## src/amc_params.svh

```systemverilog
/*
 * Constants of the ADC operating mode sequencer: register offsets, field
 * positions, reset values and timing figures.
 * Assumes a 40 MHz core clock and an AXI4-Lite register bus with 32-bit data.
 */
`ifndef AMC_PARAMS_SVH
`define AMC_PARAMS_SVH

// Register byte offsets.
`define AMC_OFF_MODE 12'h000
`define AMC_OFF_STATUS 12'h004
`define AMC_OFF_IRQ_MASK 12'h008
`define AMC_OFF_DATA 12'h00C
`define AMC_OFF_READ_REQ 12'h010
`define AMC_OFF_RATE 12'h014
`define AMC_OFF_OFFSET0 12'h020

// Mode register fields.
`define AMC_MODE_LSB 0
`define AMC_CHOP_DISABLE_BIT_BIT 4
`define AMC_CONT_READ_BIT 5
`define AMC_CHAN_LSB 8
`define AMC_MODE_RESET 32'h0000_0000

// Status and interrupt bits.
`define AMC_ST_DONE 0
`define AMC_ST_CAL_DONE 1
`define AMC_ST_RDY_N 8
`define AMC_ST_MODE_LSB 12

// Timing figures.
`define AMC_CLK_MHZ 40
`define AMC_OSC_SETTLE_US 1000
`define AMC_OSC_SETTLE_CYC (`AMC_OSC_SETTLE_US * `AMC_CLK_MHZ)
`define AMC_RATE_RESET 32'h0000_0100

`endif

```

## src/amc_pkg.sv

```systemverilog
/*
 * Types of the ADC operating mode sequencer.
 * Assumes amc_params.svh for the numeric constants.
 */
package amc_pkg;
   typedef enum logic [2:0] {
      AMC_MODE_CONT = 3'h0,
      AMC_MODE_SINGLE = 3'h1,
      AMC_MODE_IDLE = 3'h2,
      AMC_MODE_PDOWN = 3'h3,
      AMC_MODE_ZCAL = 3'h4,
      AMC_MODE_FCAL = 3'h5,
      AMC_MODE_SZCAL = 3'h6,
      AMC_MODE_SFCAL = 3'h7
   } amc_mode_t;

   typedef enum logic [2:0] {
      AMC_ST_IDLE = 3'h0,
      AMC_ST_PDOWN = 3'h1,
      AMC_ST_SETTLE = 3'h2,
      AMC_ST_CONV = 3'h3,
      AMC_ST_CAL = 3'h4
   } amc_state_t;
endpackage : amc_pkg

```

## src/amc_tick_if.sv

```systemverilog
/*
 * Carrier between the sequencer and its output-rate timer.
 * Assumes one clock domain shared by both ends.
 */
interface amc_tick_if;
   logic run;
   logic [31:0] period;
   logic tick;
   modport timer (input run, input period, output tick);
   modport user (output run, output period, input tick);
endinterface : amc_tick_if

```

## src/amc_mode_ctrl.sv

```systemverilog
/*
 * Operating mode sequencer of a sigma-delta converter: continuous, single,
 * idle, power-down and internal zero-scale calibration, ready pin, result
 * holding and readout, and an AXI4-Lite register file with an interrupt.
 * Assumes the modulator/filter supplies a result word with a strobe, and a
 * serial front end that is offered the held result with o_result_valid.
 */
`include "amc_params.svh"

module amc_mode_ctrl #(
   parameter int unsigned CHANNELS = 6,
   parameter int unsigned SETTLE_CYCLES = `AMC_OSC_SETTLE_CYC
) (
   // Clock and reset.
   input wire logic i_core_clk,
   input wire logic i_reset,
   // AXI4-Lite write channels.
   input wire logic [11:0] i_awaddr,
   input wire logic i_awvalid,
   output logic o_awready,
   input wire logic [31:0] i_wdata,
   input wire logic [3:0] i_wstrb,
   input wire logic i_wvalid,
   output logic o_wready,
   output logic [1:0] o_bresp,
   output logic o_bvalid,
   input wire logic i_bready,
   // AXI4-Lite read channels.
   input wire logic [11:0] i_araddr,
   input wire logic i_arvalid,
   output logic o_arready,
   output logic [31:0] o_rdata,
   output logic [1:0] o_rresp,
   output logic o_rvalid,
   input wire logic i_rready,
   // Converter core.
   input wire logic [23:0] i_conv_data,
   input wire logic i_conv_strobe,
   output logic o_modulator_reset,
   output logic o_power_down,
   output logic o_input_short,
   output logic o_clock_output_pin_en,
   output logic [2:0] o_cal_channel,
   // Serial front end.
   output logic [23:0] o_result,
   output logic o_result_valid,
   input wire logic i_result_taken,
   output logic o_ready_n,
   // Interrupt.
   output logic o_irq
);
   initial begin
      if (CHANNELS < 1 || CHANNELS > 8) $error("amc_mode_ctrl: CHANNELS out of range");
      if (SETTLE_CYCLES < 1) $error("amc_mode_ctrl: SETTLE_CYCLES too small");
   end

   typedef struct packed {
      amc_pkg::amc_state_t st;
      logic [31:0] mode_reg;
      logic [31:0] rate;
      logic [1:0] irq_st;
      logic [1:0] irq_mask;
      logic [23:0] data;
      logic ready_n;
      logic out_valid;
      logic first;
      logic [1:0] per_cnt;
      logic aw_hold;
      logic [11:0] awaddr;
      logic w_hold;
      logic [31:0] wdata;
      logic bvalid;
      logic bad_w;
      logic rvalid;
      logic [31:0] rdata;
      logic bad_r;
      logic [CHANNELS-1:0][23:0] offset;
      logic restart;
   } amc_core_t;

   amc_core_t s_q;
   amc_core_t s_d;

   amc_tick_if tick_if ();
   logic settle_start;
   logic settle_done;

   amc_rate_timer #(
      .WIDTH(32)
   ) u_rate (
      .i_core_clk(i_core_clk),
      .i_reset(i_reset),
      .tif(tick_if.timer)
   );

   amc_settle_timer #(
      .CYCLES(SETTLE_CYCLES)
   ) u_settle (
      .i_core_clk(i_core_clk),
      .i_reset(i_reset),
      .i_start(settle_start),
      .i_run(s_q.st == amc_pkg::AMC_ST_SETTLE),
      .o_done(settle_done)
   );

   amc_pkg::amc_mode_t mode;
   logic chop_disable_bit;
   logic [2:0] chan;
   logic [1:0] need;
   logic aw_ok;
   logic w_ok;
   logic wr_go;
   logic rd_go;
   logic mode_wr;
   logic result_read;

   assign mode = amc_pkg::amc_mode_t'(s_q.mode_reg[`AMC_MODE_LSB +: 3]);
   assign chop_disable_bit = s_q.mode_reg[`AMC_CHOP_DISABLE_BIT_BIT];
   assign chan = s_q.mode_reg[`AMC_CHAN_LSB +: 3];
   // Two output periods to the first result or a calibration with chop, one without.
   assign need = chop_disable_bit ? 2'h1 : 2'h2;

   assign o_awready = !s_q.aw_hold && !s_q.bvalid;
   assign o_wready = !s_q.w_hold && !s_q.bvalid;
   assign aw_ok = s_q.aw_hold || (i_awvalid && o_awready);
   assign w_ok = s_q.w_hold || (i_wvalid && o_wready);
   assign wr_go = aw_ok && w_ok && !s_q.bvalid;
   assign o_arready = !s_q.rvalid;
   assign rd_go = i_arvalid && o_arready;

   // Read of the result over the bus or a taken serial word both count.
   assign result_read = i_result_taken || (rd_go && i_araddr == `AMC_OFF_DATA);

   // A mode write drops run for one cycle so the output period starts afresh.
   assign tick_if.run = ((s_q.st == amc_pkg::AMC_ST_CONV) || (s_q.st == amc_pkg::AMC_ST_CAL))
      && !s_q.restart;
   assign tick_if.period = s_q.rate;
   // Only a fresh mode write starts a single conversion; a read must not restart it.
   assign settle_start = (s_q.st == amc_pkg::AMC_ST_PDOWN) && mode == amc_pkg::AMC_MODE_SINGLE
      && s_q.first;

   always_comb begin
      logic [11:0] wa;
      logic [31:0] wd;
      logic [31:0] nm;
      logic done_ev;
      logic cal_ev;
      s_d = s_q;
      wa = s_q.aw_hold ? s_q.awaddr : i_awaddr;
      wd = s_q.w_hold ? s_q.wdata : i_wdata;
      nm = s_q.mode_reg;
      done_ev = 1'b0;
      cal_ev = 1'b0;
      mode_wr = 1'b0;
      s_d.restart = 1'b0;
      if (i_awvalid && o_awready && !wr_go) begin
         s_d.aw_hold = 1'b1;
         s_d.awaddr = i_awaddr;
      end
      if (i_wvalid && o_wready && !wr_go) begin
         s_d.w_hold = 1'b1;
         s_d.wdata = i_wdata;
      end
      if (i_bready && s_q.bvalid) s_d.bvalid = 1'b0;
      if (i_rready && s_q.rvalid) s_d.rvalid = 1'b0;

      // Sequencer; a mode write below overrides the state, mode and period count set here.
      unique case (s_q.st)
         amc_pkg::AMC_ST_IDLE: begin
            s_d.per_cnt = 2'h0;
         end
         amc_pkg::AMC_ST_PDOWN: begin
            if (settle_start) s_d.st = amc_pkg::AMC_ST_SETTLE;
         end
         amc_pkg::AMC_ST_SETTLE: begin
            if (settle_done) begin
               s_d.st = amc_pkg::AMC_ST_CONV;
               s_d.per_cnt = 2'h0;
            end
         end
         amc_pkg::AMC_ST_CONV: begin
            if (tick_if.tick) begin
               s_d.per_cnt = s_q.per_cnt + 2'h1;
               // After the first result each period yields one result.
               if (!s_q.first || s_q.per_cnt + 2'h1 == need) begin
                  s_d.first = 1'b0;
                  s_d.per_cnt = 2'h0;
                  done_ev = 1'b1;
                  s_d.data = i_conv_strobe ? i_conv_data : s_q.data;
                  s_d.ready_n = 1'b0;
                  s_d.out_valid = s_q.mode_reg[`AMC_CONT_READ_BIT];
                  if (mode == amc_pkg::AMC_MODE_SINGLE) begin
                     s_d.st = amc_pkg::AMC_ST_PDOWN;
                  end
               end
            end
         end
         amc_pkg::AMC_ST_CAL: begin
            if (tick_if.tick) begin
               s_d.per_cnt = s_q.per_cnt + 2'h1;
               if (s_q.per_cnt + 2'h1 == need) begin
                  cal_ev = 1'b1;
                  s_d.ready_n = 1'b0;
                  s_d.offset[chan] = i_conv_data;
                  s_d.st = amc_pkg::AMC_ST_IDLE;
                  nm[`AMC_MODE_LSB +: 3] = amc_pkg::AMC_MODE_IDLE;
                  s_d.mode_reg = nm;
               end
            end
         end
         default: s_d.st = amc_pkg::AMC_ST_IDLE;
      endcase

      if (result_read) begin
         s_d.ready_n = 1'b1;
         s_d.out_valid = 1'b0;
      end
      if (done_ev) begin
         s_d.ready_n = 1'b0;
         s_d.out_valid = s_q.mode_reg[`AMC_CONT_READ_BIT];
      end

      if (wr_go) begin
         s_d.aw_hold = 1'b0;
         s_d.w_hold = 1'b0;
         s_d.bvalid = 1'b1;
         s_d.bad_w = 1'b0;
         case (wa)
            `AMC_OFF_MODE: begin
               mode_wr = 1'b1;
               s_d.mode_reg = wd & 32'h0000_073F;
            end
            `AMC_OFF_IRQ_MASK: s_d.irq_mask = wd[1:0];
            `AMC_OFF_READ_REQ: begin
               if (wd[0]) s_d.out_valid = 1'b1;
            end
            `AMC_OFF_RATE: begin
               if (wd > 32'h0000_0001) s_d.rate = wd;
            end
            default: s_d.bad_w = 1'b1;
         endcase
      end

      // A mode write restarts the sequencer and drops any conversion.
      if (mode_wr) begin
         s_d.restart = 1'b1;
         s_d.per_cnt = 2'h0;
         s_d.first = 1'b1;
         unique case (amc_pkg::amc_mode_t'(s_d.mode_reg[`AMC_MODE_LSB +: 3]))
            amc_pkg::AMC_MODE_CONT: s_d.st = amc_pkg::AMC_ST_CONV;
            amc_pkg::AMC_MODE_SINGLE: begin
               s_d.st = amc_pkg::AMC_ST_PDOWN;
               s_d.ready_n = 1'b1;
            end
            amc_pkg::AMC_MODE_PDOWN: s_d.st = amc_pkg::AMC_ST_PDOWN;
            amc_pkg::AMC_MODE_ZCAL: begin
               s_d.st = amc_pkg::AMC_ST_CAL;
               s_d.ready_n = 1'b1;
            end
            default: s_d.st = amc_pkg::AMC_ST_IDLE;
         endcase
      end

      if (rd_go) begin
         s_d.rvalid = 1'b1;
         s_d.bad_r = 1'b0;
         case (i_araddr)
            `AMC_OFF_MODE: s_d.rdata = s_q.mode_reg;
            `AMC_OFF_STATUS: begin
               s_d.rdata = 32'h0000_0000;
               s_d.rdata[`AMC_ST_DONE +: 2] = s_q.irq_st;
               s_d.rdata[`AMC_ST_RDY_N] = s_q.ready_n;
               s_d.rdata[`AMC_ST_MODE_LSB +: 3] = s_q.st;
               s_d.irq_st = 2'h0;
            end
            `AMC_OFF_IRQ_MASK: s_d.rdata = {30'h0000_0000, s_q.irq_mask};
            `AMC_OFF_DATA: s_d.rdata = {8'h00, s_q.data};
            `AMC_OFF_RATE: s_d.rdata = s_q.rate;
            default: begin
               s_d.rdata = 32'h0000_0000;
               s_d.bad_r = 1'b1;
               if (i_araddr >= `AMC_OFF_OFFSET0 && i_araddr[1:0] == 2'h0
                     && 32'(i_araddr - `AMC_OFF_OFFSET0) < 32'(CHANNELS * 4)) begin
                  s_d.rdata = {8'h00, s_q.offset[3'((i_araddr - `AMC_OFF_OFFSET0) >> 2)]};
                  s_d.bad_r = 1'b0;
               end
            end
         endcase
      end
      // Events win over a clearing read in the same cycle.
      if (done_ev) s_d.irq_st[`AMC_ST_DONE] = 1'b1;
      if (cal_ev) s_d.irq_st[`AMC_ST_CAL_DONE] = 1'b1;
   end

   always_ff @(posedge i_core_clk) begin
      if (i_reset) begin
         s_q <= '0;
         s_q.st <= amc_pkg::AMC_ST_CONV;
         s_q.mode_reg <= `AMC_MODE_RESET;
         s_q.rate <= `AMC_RATE_RESET;
         s_q.ready_n <= 1'b1;
         s_q.first <= 1'b1;
      end else begin
         s_q <= s_d;
      end
   end

   assign o_bvalid = s_q.bvalid;
   assign o_bresp = s_q.bad_w ? 2'h2 : 2'h0;
   assign o_rvalid = s_q.rvalid;
   assign o_rdata = s_q.rdata;
   assign o_rresp = s_q.bad_r ? 2'h2 : 2'h0;

   // Filter and modulator stay in reset outside conversions.
   assign o_modulator_reset = !((s_q.st == amc_pkg::AMC_ST_CONV)
      || (s_q.st == amc_pkg::AMC_ST_CAL));
   assign o_power_down = (s_q.st == amc_pkg::AMC_ST_PDOWN);
   assign o_clock_output_pin_en = !o_power_down;
   assign o_input_short = (s_q.st == amc_pkg::AMC_ST_CAL);
   assign o_cal_channel = chan;
   assign o_result = s_q.data;
   // With continuous read each new result is offered without a command.
   assign o_result_valid = s_q.out_valid;
   assign o_ready_n = s_q.ready_n;
   assign o_irq = |(s_q.irq_st & s_q.irq_mask);
endmodule : amc_mode_ctrl

```

## src/amc_rate_timer.sv

```systemverilog
/*
 * Output-rate timer: one tick each period while run is high, restarted
 * whenever run falls. Assumes a period of at least two cycles.
 */
module amc_rate_timer #(
   parameter int unsigned WIDTH = 32
) (
   // Clock and reset.
   input wire logic i_core_clk,
   input wire logic i_reset,
   // Timer carrier.
   amc_tick_if.timer tif
);
   initial begin
      if (WIDTH < 2 || WIDTH > 32) $error("amc_rate_timer: WIDTH out of range");
   end

   typedef struct packed {
      logic [WIDTH-1:0] cnt;
   } amc_tmr_t;

   amc_tmr_t s_q;
   amc_tmr_t s_d;

   always_comb begin
      s_d = s_q;
      if (!tif.run || tif.tick) begin
         s_d.cnt = '0;
      end else begin
         s_d.cnt = s_q.cnt + WIDTH'(1);
      end
   end

   assign tif.tick = tif.run && (s_q.cnt == tif.period[WIDTH-1:0] - WIDTH'(1));

   always_ff @(posedge i_core_clk) begin
      if (i_reset) begin
         s_q <= '0;
      end else begin
         s_q <= s_d;
      end
   end
endmodule : amc_rate_timer

```

## src/amc_settle_timer.sv

```systemverilog
/*
 * Oscillator settle timer: starts on a pulse and raises done for one cycle
 * after the set number of cycles. A low run aborts it.
 */
`include "amc_params.svh"

module amc_settle_timer #(
   parameter int unsigned CYCLES = `AMC_OSC_SETTLE_CYC
) (
   // Clock and reset.
   input wire logic i_core_clk,
   input wire logic i_reset,
   // Control.
   input wire logic i_start,
   input wire logic i_run,
   output logic o_done
);
   initial begin
      if (CYCLES < 1) $error("amc_settle_timer: CYCLES must be at least one");
   end

   typedef struct packed {
      logic busy;
      logic [31:0] cnt;
   } amc_set_t;

   amc_set_t s_q;
   amc_set_t s_d;

   always_comb begin
      s_d = s_q;
      // The start pulse comes before run rises, so it must win over a low run.
      if (i_start) begin
         s_d.busy = 1'b1;
         s_d.cnt = 32'h0000_0000;
      end else if (!i_run) begin
         s_d.busy = 1'b0;
      end else if (s_q.busy) begin
         s_d.cnt = s_q.cnt + 32'h0000_0001;
         if (o_done) s_d.busy = 1'b0;
      end
   end

   assign o_done = s_q.busy && (s_q.cnt == 32'(CYCLES - 1));

   always_ff @(posedge i_core_clk) begin
      if (i_reset) begin
         s_q <= '0;
      end else begin
         s_q <= s_d;
      end
   end
endmodule : amc_settle_timer

```

## config.mk

```make
export PLATFORM = sky130hd
export DESIGN_NAME = amc_mode_ctrl
export DESIGN_NICKNAME = d
export VERILOG_FILES = /design/src/amc_pkg.sv /design/src/amc_tick_if.sv /design/src/amc_mode_ctrl.sv /design/src/amc_rate_timer.sv /design/src/amc_settle_timer.sv
export VERILOG_INCLUDE_DIRS = /design/src
export SDC_FILE = /design/constraint.sdc
export NUM_CORES = 1
export LEC_CHECK = 0
export BUFFER_PORTS_ARGS = -buffer_cell sky130_fd_sc_hd__buf_2
export CORE_MARGIN = 3
export CORE_UTILIZATION = 50
export CTS_CLUSTER_SIZE = 25
export DETAILED_ROUTE_END_ITERATION = 8
export HOLD_SLACK_MARGIN = 0.12
export PLACE_DENSITY_LB_ADDON = 0.1
export SLEW_MARGIN = 10
export SYNTH_ARGS = -nofsm -noshare
export SYNTH_HDL_FRONTEND = slang
export SYNTH_SLANG_ARGS = --single-unit
```

## constraint.sdc

```tcl
create_clock -name i_core_clk -period 6.25 [get_ports i_core_clk]
set_input_delay 0.9375 -clock i_core_clk [delete_from_list [all_inputs] [get_ports i_core_clk]]
set_output_delay 0.9375 -clock i_core_clk [all_outputs]
set_load 0.1 [all_outputs]
```

* Word level (Yosys, flattened, before mapping)
Index checks and enable logic that the tools add are counted.
Word-level totals: flip-flop bits (word level) 392, bits in latches 0, bits in writable memories 0, memory bits (read-only) 0, input port bits 93, output and inout bits 75, memories 0
Cells by class: add/sub/neg operators 6, multipliers 0, div/mod/pow operators 0, $lt $le $gt $ge 6, equality and inequality tests 29, shift-type cells 0, multiplexer cells 67, bitwise logic cells 1, reduce and logical (&&, ||, !) cells 67
Operator list (count):
- 32-bit 2-to-1 mux | 6
- 32-bit one-hot mux with 5 select lines | 1
- 144-bit bitwise mux | 1
- 24-bit binary-select mux with 3-bit select | 1
- 24-bit demux with 3-bit select | 1
- 35-bit 2-to-1 mux | 2
- 33-bit 2-to-1 mux | 2
- 32-bit by 1-bit adder with 32-bit output, second input constant | 2
- 64-bit 2-to-1 mux | 1
- 24-bit 2-to-1 mux | 2
- 12-bit by 4-bit == test with 1-bit output, second input constant | 3
- 12-bit by 5-bit == test with 1-bit output, second input constant | 3
- 34-bit 2-to-1 mux | 1
- 32-bit by 16-bit == test with 1-bit output, second input constant | 1
- 32-bit == test | 1
- 32-bit by 1-bit greater-than comparator with 1-bit output, second input constant | 1
- 32-bit by 5-bit less-than comparator with 1-bit output, second input constant | 1
- 32-bit by 1-bit subtractor with 32-bit output, second input constant | 1
- 25-bit 2-to-1 mux | 1
- 12-bit logical NOT | 2
- 1-bit 2-to-1 mux | 24
- 2-bit 2-to-1 mux | 11
- 1-bit logical AND | 20
- 3-bit 2-to-1 mux | 6
- 36 further kinds | 81

* Logic depth before layout (Yosys ltp)
Gate-level depths: netlist of run 1.
word-level depth 12, gate-level depth with buffers 16, mapped depth without buffers 11

* By module
From an unflattened synthesis of run 1, not the netlist that was laid out.
Second synthesis, totals: cells, all modules 2197, area, all modules 18365.1 sq um
By module, submodules not included:
- amc_mode_ctrl | times used 1, cells each 1665, area an instance 14076.0 sq um
- amc_rate_timer | times used 1, cells each 335, area an instance 2623.8 sq um
- amc_settle_timer | times used 1, cells each 197, area an instance 1665.3 sq um

* Worst setup path before layout of run 1
Ideal clock, no wire load.
path type reg2out, start register s_q[324] (netlist name), end output o_clock_output_pin_en, arrival time 4.076 ns, data required time 5.312 ns, setup slack 1.236 ns, cell stages (with the launch flop) 5, path buffers 1, cell sequence dfxtp_1 -> clkbuf_1 -> inv_1 -> nor3_1 -> inv_1
On the way: longest elaborated chain between the ends 2
Ends and longest elaborated chain:
- start: declaration | line amc_mode_ctrl.sv:81 | amc_core_t s_q;
- 3-bit by 1-bit == test with 1-bit output | line amc_mode_ctrl.sv:317 | assign o_power_down = (s_q.st == amc_pkg::AMC_ST_PDOWN);
- via o_power_down | line amc_mode_ctrl.sv:40 | output logic o_power_down,
- 1-bit logical NOT | line amc_mode_ctrl.sv:318 | assign o_clock_output_pin_en = !o_power_down;
- end: declaration | line amc_mode_ctrl.sv:42 | output logic o_clock_output_pin_en,
The timed path passes the listed nets, and every way through them passes these cells.

* Final worst setup path of run 1
start register s_q, in the netlist tick_if.period[2], end register s_q[14] (netlist name)
On the way: longest elaborated chain between the ends 4
Ends and longest elaborated chain:
- 32-bit by 1-bit subtractor with 32-bit output | line amc_rate_timer.sv:34 | assign tif.tick = tif.run && (s_q.cnt == tif.period[WIDTH-1:0] - WIDTH'(1));
- 32-bit == test | line amc_rate_timer.sv:34
- 1-bit logical AND | line amc_rate_timer.sv:34
- 3-bit AND reduction (no line)
Every way passes these cells. A chain may end at the register's enable or synchronous reset.

==> results of run 1 <==
==> cell type report <==
class	instances	area (um2)	area share (%)
sequential	369	7390	37.9
clock inverter	8	119	0.609
timing repair buffer	180	961	4.92
antenna	3	7.51	0.0385
inverter	44	165	0.846
clock buffer	58	1180	6.06
multi-input combinational	1368	9130	46.8
tap	455	569	2.92
==> synth_stat cells, types with 11 or more instances <==
master / instances / area, um2
sky130_fd_sc_hd__nand2_1: 131 / 492
sky130_fd_sc_hd__dfxtp_1: 369 / 7390
sky130_fd_sc_hd__and3_1: 23 / 144
sky130_fd_sc_hd__nand3_1: 43 / 215
sky130_fd_sc_hd__a21oi_1: 62 / 310
sky130_fd_sc_hd__mux2_2: 11 / 124
sky130_fd_sc_hd__nor4_1: 38 / 238
sky130_fd_sc_hd__nand4_1: 18 / 113
sky130_fd_sc_hd__inv_1: 44 / 165
sky130_fd_sc_hd__buf_4: 65 / 488
sky130_fd_sc_hd__mux4_2: 25 / 563
sky130_fd_sc_hd__mux2i_1: 242 / 2420
sky130_fd_sc_hd__clkbuf_1: 97 / 364
sky130_fd_sc_hd__nor2_1: 382 / 1430
sky130_fd_sc_hd__a32oi_1: 13 / 114
sky130_fd_sc_hd__o221ai_1: 12 / 105
sky130_fd_sc_hd__xor2_1: 54 / 473
sky130_fd_sc_hd__a211oi_1: 32 / 240
sky130_fd_sc_hd__xnor2_1: 52 / 455
sky130_fd_sc_hd__o21ai_0: 23 / 115
sky130_fd_sc_hd__o22ai_1: 13 / 81.3
sky130_fd_sc_hd__nor3_1: 48 / 240
==> metal layers <==
| layer | up-vias | track usage, % | wire (um) |
|---|---|---|---|
| li1 | 6900 | - | - |
| met1 | 6809 | 34.8 | 22100 |
| met2 | 356 | 39.4 | 21700 |
| met3 | 64 | 3.56 | 2580 |
| met4 | 6 | 5.61 | 880 |
| met5 | - | 0 | 36 |
==> through the flow <==
step / utilization [%] / worst slack (ns) / total power [uW] / area, um2 / hold slack [ns]
6_report: 56.2 / 1.36 / 5160 / 19500 / 0.445
3_3_place_gp: 52.5 / 1.54 / 2830 / 18200 / 0.435
3_5_place_dp: 52.5 / 1.47 / 2840 / 18200 / 0.444
2_1_floorplan: - / 1.24 / 2730 / 17700 / 0.432
4_1_cts: 56.2 / 1.44 / 5200 / 19500 / 0.450
5_1_grt: 56.2 / 1.16 / 5330 / 19500 / 0.483
==> critical path, stage by stage (launching register included) <==
cell and delay (ns):
sky130_fd_sc_hd__dfxtp_1 0.39, sky130_fd_sc_hd__or4_1 0.65, sky130_fd_sc_hd__nor4_1 0.62, sky130_fd_sc_hd__a21oi_1 0.15, sky130_fd_sc_hd__or4bb_1 0.52, sky130_fd_sc_hd__nor4b_1 0.25, sky130_fd_sc_hd__and4_1 0.81, sky130_fd_sc_hd__nand4_4 0.85
sky130_fd_sc_hd__mux2i_1 0.38, sky130_fd_sc_hd__nor2_1 0.08
==> cells by family after synthesis <==
kind of cell | synth area share (%)
AND/OR/NAND/NOR | 20.1
flip-flops | 41.7
multiplexers | 17.6
buffers and inverters | 6.87
AO/OA/AOI/OAI | 8.17
XOR/XNOR | 5.24
adder cells (fa/ha/maj) | 0.283
other | 0.0212
==> power breakdown <==
| part | switching [uW] | internal, uW |
|---|---|---|
| combinational | 267 | 109 |
| sequential | 33.3 | 2380 |
| clock | 942 | 1430 |
| total | 1240 | 3920 |
==> path summary, 6_finish.rpt <==
check	start	end	slack [ns]	cells after the start
max	tick_if.period[2]	s_q[14]	1.36	9
min reg2reg	o_rdata[31]	o_rdata[31]	0.45	2
min	o_rdata[31]	o_rdata[31]	0.45	2
max reg2reg	tick_if.period[2]	s_q[14]	1.36	9
==> out/results.tsv, run 1 <==
metric	value	unit
outcome	finished clean	
grt_max_degree	160	
final.setup.tns	0	ns
cp_data_arrival_time	5.26	ns
routed_wirelength	47.3	mm
place_congestion	0.863	
placementRows	68	
h-tree-depth	2	
largest_register_ff_count	205	
fraction_of_final_layout_cells_with_drive_strength_greater_than_1	14.5	%
yosysWarningCount	0	
die_height	194	um
grt_pass1_wl	76.1	mm
yosysUniqueCellTypes	71	
ys_dominant_reg_cell	sky130_fd_sc_hd__dfxtp_1	
critical_path_start_end_classification	reg2reg	
detailroute.via_count	14135	
viasPerCell	5.69	
core_region_area	0.0347	mm2
dp_cells	2416	
grt_antenna_before_repair	6	
port-buffer-count	161	
total_drc_errors_in_the_routed_layout	0	
critPathMaxFanout	24	
leakagePower	0.00848	uW
grt_setup_unrepaired	false	
top_regs	s_q x205, u_settle.s_q x33	
initialDrtViolationCount	938	
final-instance-count-excl-fill	2485	
power_density	264	mW/mm2
layout_min_cycle_time	4.89	ns
worst_tran_pin_value	1.28	ns
floorplan.initialDensity	51.0	%
grt_pass1_vias	13675	
cts_setup_buffers	0	
yosys_register_bits	369	
synth-async-reset-ratio	0	%
firstDrtPassIters	6	
clock_latency_of_the_later_clocked_register_in_the_worst_skew_pair	0.53	ns
synth_enable_flop_cells	0	
area_growth	10.2	%
worst_setup_hold_path_clk_slew	0.06	ns
slew_limit_fails	0	
track_usage	24.4	%
num_io_pins	168	
setup_violations	0	
die_w	194	um
final_cell_mix	sky130_fd_sc_hd__nor2_1 (382), sky130_fd_sc_hd__dfxtp_1 (368), sky130_fd_sc_hd__mux2i_1 (242)	
critical_path.startpoint_type	register	
cts.root.buffer_cell	sky130_fd_sc_hd__clkbuf_16	
skew	0.00957	ns
avgRoutedWirePerCell	19.0	um
drv_cap	0	
cts-root-to-sink-buffers	3	
ant_nets	0	
setup.worst_path.end_class	register	
maxSlewHeadroom	13.6	%
synthesis.instances	1972	
achievable_freq	205	MHz
cts_buffers	41	
finish.net_count	2101	
regMostFlops	s_q	
final_min_period_over_clock_period	78.2	%
grt_overflow	0	
final-hold-violation-count	0	
place.detailed.hpwl	31.5	mm
hold_path.class	reg2reg	
yosysSeqAreaShare	41.7	%
fillerInstances	3163	
cts_tree	done	
syn_area_per_cell	8.98	um2
clock_sinks	369	
cts.repair.resized	0	
synth_area	0.0177	mm2
mostFrequentLayoutCell	sky130_fd_sc_hd__nor2_1	
cts_hold_buf	0	
max-vdd-ir-drop	0.000183	V
worst-endpoint-required	6.63	ns
die_area	0.0377	mm2
(Power assumes the default switching activity.)
==> run 2: changes to the inputs <==
clock period = 4.7 ns   (was 6.25 ns; I/O delays follow)
==> run 2 against run 1 <==
  * Sequential share of layout area fell by 0.29 points
  * Hold slack got worse by 0.089 ns
  * First-iteration DRC count fell by 6.2%
  * Clock skew rose by 0.0035 ns
  * Worst setup slack got worse by 0.85 ns
  * Critical endpoint is now s_q[123]
  * Die area did not move
  * Largest power group unchanged
  * Via count rose by 0.76%
  * Critical path depth rose by 1
  * Non-clock buffer count rose by 15
  * Critical path type unchanged
  * Highest routed layer unchanged
  * Core utilization rose by 0.43 points
==> out/results.tsv, run 2 (synthesized netlist as in run 1, its figures left out) <==
metric	value	unit	change
cts.root.buffer_cell	sky130_fd_sc_hd__clkbuf_16		
die_height	194	um	unchanged
grt_max_degree	194		+21%
top_regs	s_q x205, u_settle.s_q x33		
worst_hold_slack	0.356	ns	-0.0889 ns
cts.repair.resized	0		unchanged
fillerInstances	3211		+1.5%
avgRoutedWirePerCell	19.1	um	+0.23%
finalCoreUtilization	56.7	%	+0.43 points
critical-path-slowest-cell	sky130_fd_sc_hd__or4_1		
hold_path_startpoint	i_rready		
mostFrequentLayoutCell	sky130_fd_sc_hd__nor2_1		
fraction_of_final_layout_cells_with_drive_strength_greater_than_1	15.2	%	+0.74 points
timing.hold.worst_path_depth	2		unchanged
insertedDiodeCount	0		-3
cts_hold_buf	0		unchanged
firstDrtPassIters	5		-1
final_cell_mix	sky130_fd_sc_hd__nor2_1 (382), sky130_fd_sc_hd__dfxtp_1 (368), sky130_fd_sc_hd__mux2i_1 (242)		
viasPerCell	5.69		about the same
routed_wirelength	47.7	mm	+0.92%
max-vdd-ir-drop	0.000313	V	+71%
skew	0.0131	ns	+0.00355 ns
largest_register_ff_count	205		unchanged
finish.net_count	2115		+0.67%
r2r_cells	10		+1
cp_common_cell	sky130_fd_sc_hd__or4_1		
final-hold-violation-count	0		unchanged
cts_buffers	40		-2.4%
setup.worst_path.end_class	register		
placementRows	68		unchanged
grt_pass1_vias	13625		-0.37%
critical-path-top-delay-family	simple AND/OR/NAND/NOR gates		
leakagePower	0.00857	uW	+1.1%
power_density	351	mW/mm2	+33%
cts_tree	done		
layout_min_cycle_time	4.19	ns	-0.699 ns
worst_slack	0.511	ns	-0.851 ns
grt_overflow	0		unchanged
clock_sinks	369		unchanged
rrSetupSlack	0.51	ns	-0.85 ns
port-buffer-count	161		unchanged
critPathMaxFanout	14		-42%
worst-endpoint-required	5.07	ns	-1.56 ns
maxSlewHeadroom	17.8	%	+4.2 points
hold_path.class	in2reg		
area_growth	11.1	%	
drv_cap	0		unchanged
floorplan.initialDensity	51.0	%	unchanged
cp_data_arrival_time	4.56	ns	-0.70 ns
worst_tran_pin_value	1.23	ns	-0.0508 ns
critical_path_start_end_classification	reg2reg		
final.setup.tns	0	ns	unchanged
worst_setup_hold_path_clk_slew	0.06	ns	about the same
place.detailed.hpwl	32.6	mm	+3.3%
critical_path.startpoint_type	register		
cts_setup_buffers	0		unchanged
ant_nets	0		unchanged
timing.critical_path.slowest_cell_delay	0.69	ns	-0.16 ns
setup_violations	0		unchanged
h-tree-depth	2		unchanged
seq_area	0.00739	mm2	unchanged
slew_limit_fails	0		unchanged
timing.critical_path.buf_inv	1		+1
grt_pass1_wl	75.3	mm	-1.1%
worstPathCellList	or4_1 > or4_1 > or4_4 > or3b_1 > a31oi_1 > o211a_4 > and3_1 > buf_4 > mux2i_1 > nor2_1		
num_io_pins	168		unchanged
min_delay_worst_endpoint	o_rvalid		
area_occupied_by_multi_input_gates	0.00913	mm2	about the same
cts-root-to-sink-buffers	3		unchanged
clock_latency_of_the_later_clocked_register_in_the_worst_skew_pair	0.53	ns	about the same
outcome	finished clean		
grt_antenna_before_repair	4		-2
pre_cts_ws	0.594	ns	-0.873 ns
achievable_freq	239	MHz	+17%
regMostFlops	s_q		
final_min_period_over_clock_period	89.1	%	+11 points
worstReg2RegStart	tick_if.period[0]		
detailroute.via_count	14242		+0.76%
initialDrtViolationCount	880		-6.2%
grt_setup_unrepaired	false		
core_region_area	0.0347	mm2	unchanged
total_drc_errors_in_the_routed_layout	0		unchanged
track_usage	24.3	%	-0.073 points
die_w	194	um	unchanged
die_area	0.0377	mm2	unchanged
place_congestion	0.874		+1.2%
reg2reg_to	s_q[123]		
run 2: cell count changes in the layout (fill, tap and decap cells not counted), sizes merged:
| cell | previous run | this run |
|---|---|---|
| bufinv | 3 | 5 |
| clkinv | 4 | 6 |
| diode | 3 | 0 |
| buf | 180 | 195 |
| inv | 45 | 46 |
run 2: report_power, final:
group / internal [uW] / switching (uW) / total (uW)
sequential: 3160 / 44.1 / 3210
clock: 1940 / 1250 / 3200
combinational: 146 / 353 / 499
run 2: how the worst max path moves through the flow:
stage,slack (ns),from,cells after the start,end
floorplan,1.07,tick_if.period[0],13,s_q[10]
global placement,0.63,tick_if.period[0],10,s_q[137]
detailed placement,0.59,tick_if.period[0],10,s_q[139]
CTS,0.54,tick_if.period[0],10,s_q[123]
global route,0.37,tick_if.period[0],10,s_q[123]
finish,0.51,tick_if.period[0],10,s_q[123]
run 2: through the flow:
stage                     power (uW)  cells  cell area [um2]
after floorplan                 3620   1973            17700
after global placement          3770   2431            18300
after detailed placement        3780   2431            18300
after CTS                       6970   2502            19700
after global routing            7140   2502            19700
final                           6900   2502            19700
run 2: area by class of cell:
class                      instances  area share (%)
inverter                          44           0.840
clock inverter                    13            1.01
multi-input combinational       1368            46.4
tap                              455            2.89
clock buffer                      58            5.74
timing repair buffer             195            5.52
sequential                       369            37.6
run 2: layer usage:
metal | GRT usage (%) | part of all wire, % | up-vias
li1 | - | - | 6923
met2 | 38.8 | 45 | 404
met3 | 4.38 | 5.8 | 96
met1 | 33.8 | 46 | 6811
met4 | 7.69 | 2.9 | 8
met5 | 0 | 0.13 | -
==> run 3: changes to the inputs <==
==> constraint.sdc (replaced) <==
create_clock -name i_core_clk -period 4.7 [get_ports i_core_clk]
set_input_delay 0.94 -clock i_core_clk [delete_from_list [all_inputs] [get_ports i_core_clk]]
set_output_delay 0.94 -clock i_core_clk [all_outputs]
set_load 0.1 [all_outputs]
==> run 3 against run 2 <==
  * Non-clock buffer count rose by 3
  * Combinational power rose by 3%
  * Clock power barely moved
  * Maximum frequency rose by 2.1%
  * Hold slack improved by 0.093 ns
  * Clock skew rose by 0.0029 ns
  * Global-route usage rose by 0.10 points
  * Final cell count rose by 0.16%
  * Total power barely moved
  * Die area did not move
  * Design area rose by 0.18%
  * Critical path type unchanged
==> out/results.tsv, run 3 (synthesized netlist as in run 1, its figures left out) <==
metric	value	unit	change
h-tree-depth	2		unchanged
fraction_of_final_layout_cells_with_drive_strength_greater_than_1	15.6	%	+0.36 points
num_io_pins	168		unchanged
firstDrtPassIters	5		unchanged
setup.worst_path.end_class	register		
die_area	0.0377	mm2	unchanged
setup_violations	0		unchanged
placementRows	68		unchanged
initialDrtViolationCount	1067		+21%
grt_max_degree	195		+0.52%
area_growth	11.3	%	
cts.repair.resized	0		unchanged
core_region_area	0.0347	mm2	unchanged
drv_cap	0		unchanged
cts.root.buffer_cell	sky130_fd_sc_hd__clkbuf_16		
viasPerCell	5.67		-0.42%
worst_setup_hold_path_clk_slew	0.06	ns	about the same
worst-endpoint-required	5.08	ns	about the same
routed_wirelength	47.5	mm	-0.39%
clock_latency_of_the_later_clocked_register_in_the_worst_skew_pair	0.54	ns	about the same
leakagePower	0.00859	uW	+0.21%
final-hold-violation-count	0		unchanged
cts-root-to-sink-buffers	3		unchanged
slew_limit_fails	0		unchanged
fin_area	0.0197	mm2	+0.18%
largest_register_ff_count	205		unchanged
worst_tran_pin_value	1.23	ns	+0.000454 ns
max-vdd-ir-drop	0.000256	V	-18%
timing.critical_path.slowest_cell_delay	0.67	ns	-0.02 ns
port-buffer-count	161		unchanged
grt_overflow	0		unchanged
outcome	finished clean		
critical_path_start_end_classification	reg2reg		
cts_buffers	41		+2.5%
worstPathCellList	or4_1 > or4_1 > or4_4 > or3b_1 > a31oi_1 > o211a_4 > and3_1 > buf_4 > mux2i_1 > nor2_1		
cts_tree	done		
top_regs	s_q x205, u_settle.s_q x33		
detailed_place.area	0.0184	mm2	+0.12%
place.detailed.hpwl	32.6	mm	+0.21%
regMostFlops	s_q		
die_w	194	um	unchanged
hold_path.class	reg2reg		
finish.net_count	2119		+0.19%
cp_common_cell	sky130_fd_sc_hd__or4_1		
clock_sinks	369		unchanged
maxSlewHeadroom	17.8	%	-0.030 points
floorplan.initialDensity	51.0	%	unchanged
critical_path.startpoint_type	register		
cts_hold_buf	0		unchanged
final_cell_mix	sky130_fd_sc_hd__nor2_1 (382), sky130_fd_sc_hd__dfxtp_1 (368), sky130_fd_sc_hd__mux2i_1 (242)		
insertedDiodeCount	0		unchanged
worst_hold_slack	0.449	ns	+0.0932 ns
place_congestion	0.874		+0.10%
mostFrequentLayoutCell	sky130_fd_sc_hd__nor2_1		
grt_setup_unrepaired	false		
cts_setup_buffers	0		unchanged
ant_nets	0		unchanged
final_min_period_over_clock_period	87.3	%	-1.8 points
final.setup.tns	0	ns	unchanged
power_density	350	mW/mm2	-0.21%
power	6900	uW	about the same
critical-path-slowest-cell	sky130_fd_sc_hd__or4_1		
grt_antenna_before_repair	4		unchanged
skew	0.0161	ns	+0.00293 ns
grt_pass1_vias	13673		+0.35%
critPathMaxFanout	14		unchanged
cp_data_arrival_time	4.48	ns	-0.08 ns
avgRoutedWirePerCell	19.0	um	-0.55%
grt_pass1_wl	75.7	mm	+0.65%
fillerInstances	3154		-1.8%
track_usage	24.4	%	+0.10 points
layout_min_cycle_time	4.10	ns	-0.0858 ns
total_drc_errors_in_the_routed_layout	0		unchanged
achievable_freq	244	MHz	+2.1%
detailroute.via_count	14205		-0.26%
die_height	194	um	unchanged
==> run 3: cell count changes in the layout (fill, tap and decap cells not counted), sizes merged <==
cell	before	now
inv	46	47
buf	195	198
clkinv	6	5
clkbuf	58	59
bufinv	5	3
clkinvlp	0	2
==> run 3: area by class of cell <==
| class | instances | area (um2) | area share [%] |
|---|---|---|---|
| multi-input combinational | 1368 | 9130 | 46.3 |
| sequential | 369 | 7390 | 37.5 |
| clock buffer | 59 | 1180 | 6.01 |
| timing repair buffer | 198 | 1110 | 5.63 |
| tap | 455 | 569 | 2.89 |
| inverter | 44 | 165 | 0.838 |
| clock inverter | 13 | 156 | 0.794 |
==> run 3: per-stage QoR <==
step / utilization (%) / instances / setup WS [ns]
after floorplan: - / 1973 / 0.948
after global placement: 52.9 / 2434 / 0.612
after detailed placement: 52.9 / 2434 / 0.600
after CTS: 56.8 / 2506 / 0.597
after global routing: 56.8 / 2506 / 0.443
final: 56.8 / 2506 / 0.597
==> run 3: worst max-delay path, delay by kind of cell, from the launching register on <==
kind | cells | cell delay [ns]
buf+inv | 1 | 0.30
flops | 1 | 0.39
simple gates | 6 | 2.43
compound gates | 2 | 0.58
mux | 1 | 0.23
==> run 3: power by group <==
group / internal, uW / total [uW] / switching, uW
registers: 3160 / 3190 / 31.4
clock network: 1920 / 3190 / 1270
logic: 147 / 516 / 369
==> run 3: final timing paths <==
check                                        from     endpoint  slack, ns  depth (start not counted)
worst min-delay path                  o_rdata[28]  o_rdata[28]       0.45                          2
worst max register to register  tick_if.period[0]     s_q[138]       0.60                         10
worst max-delay path            tick_if.period[0]     s_q[138]       0.60                         10
worst min register to register        o_rdata[28]  o_rdata[28]       0.45                          2
==> run 3: metal layers <==
layer / wire length, um / global-route usage [%] / vias to the layer above / share of wire, %
met1: 22000 / 34.4 / 6854 / 46
met5: 61 / 0 / - / 0.13
met4: 1100 / 6.20 / 8 / 2.3
met3: 2570 / 3.65 / 74 / 5.4
li1: - / - / 6910 / -
met2: 21800 / 39.6 / 359 / 46
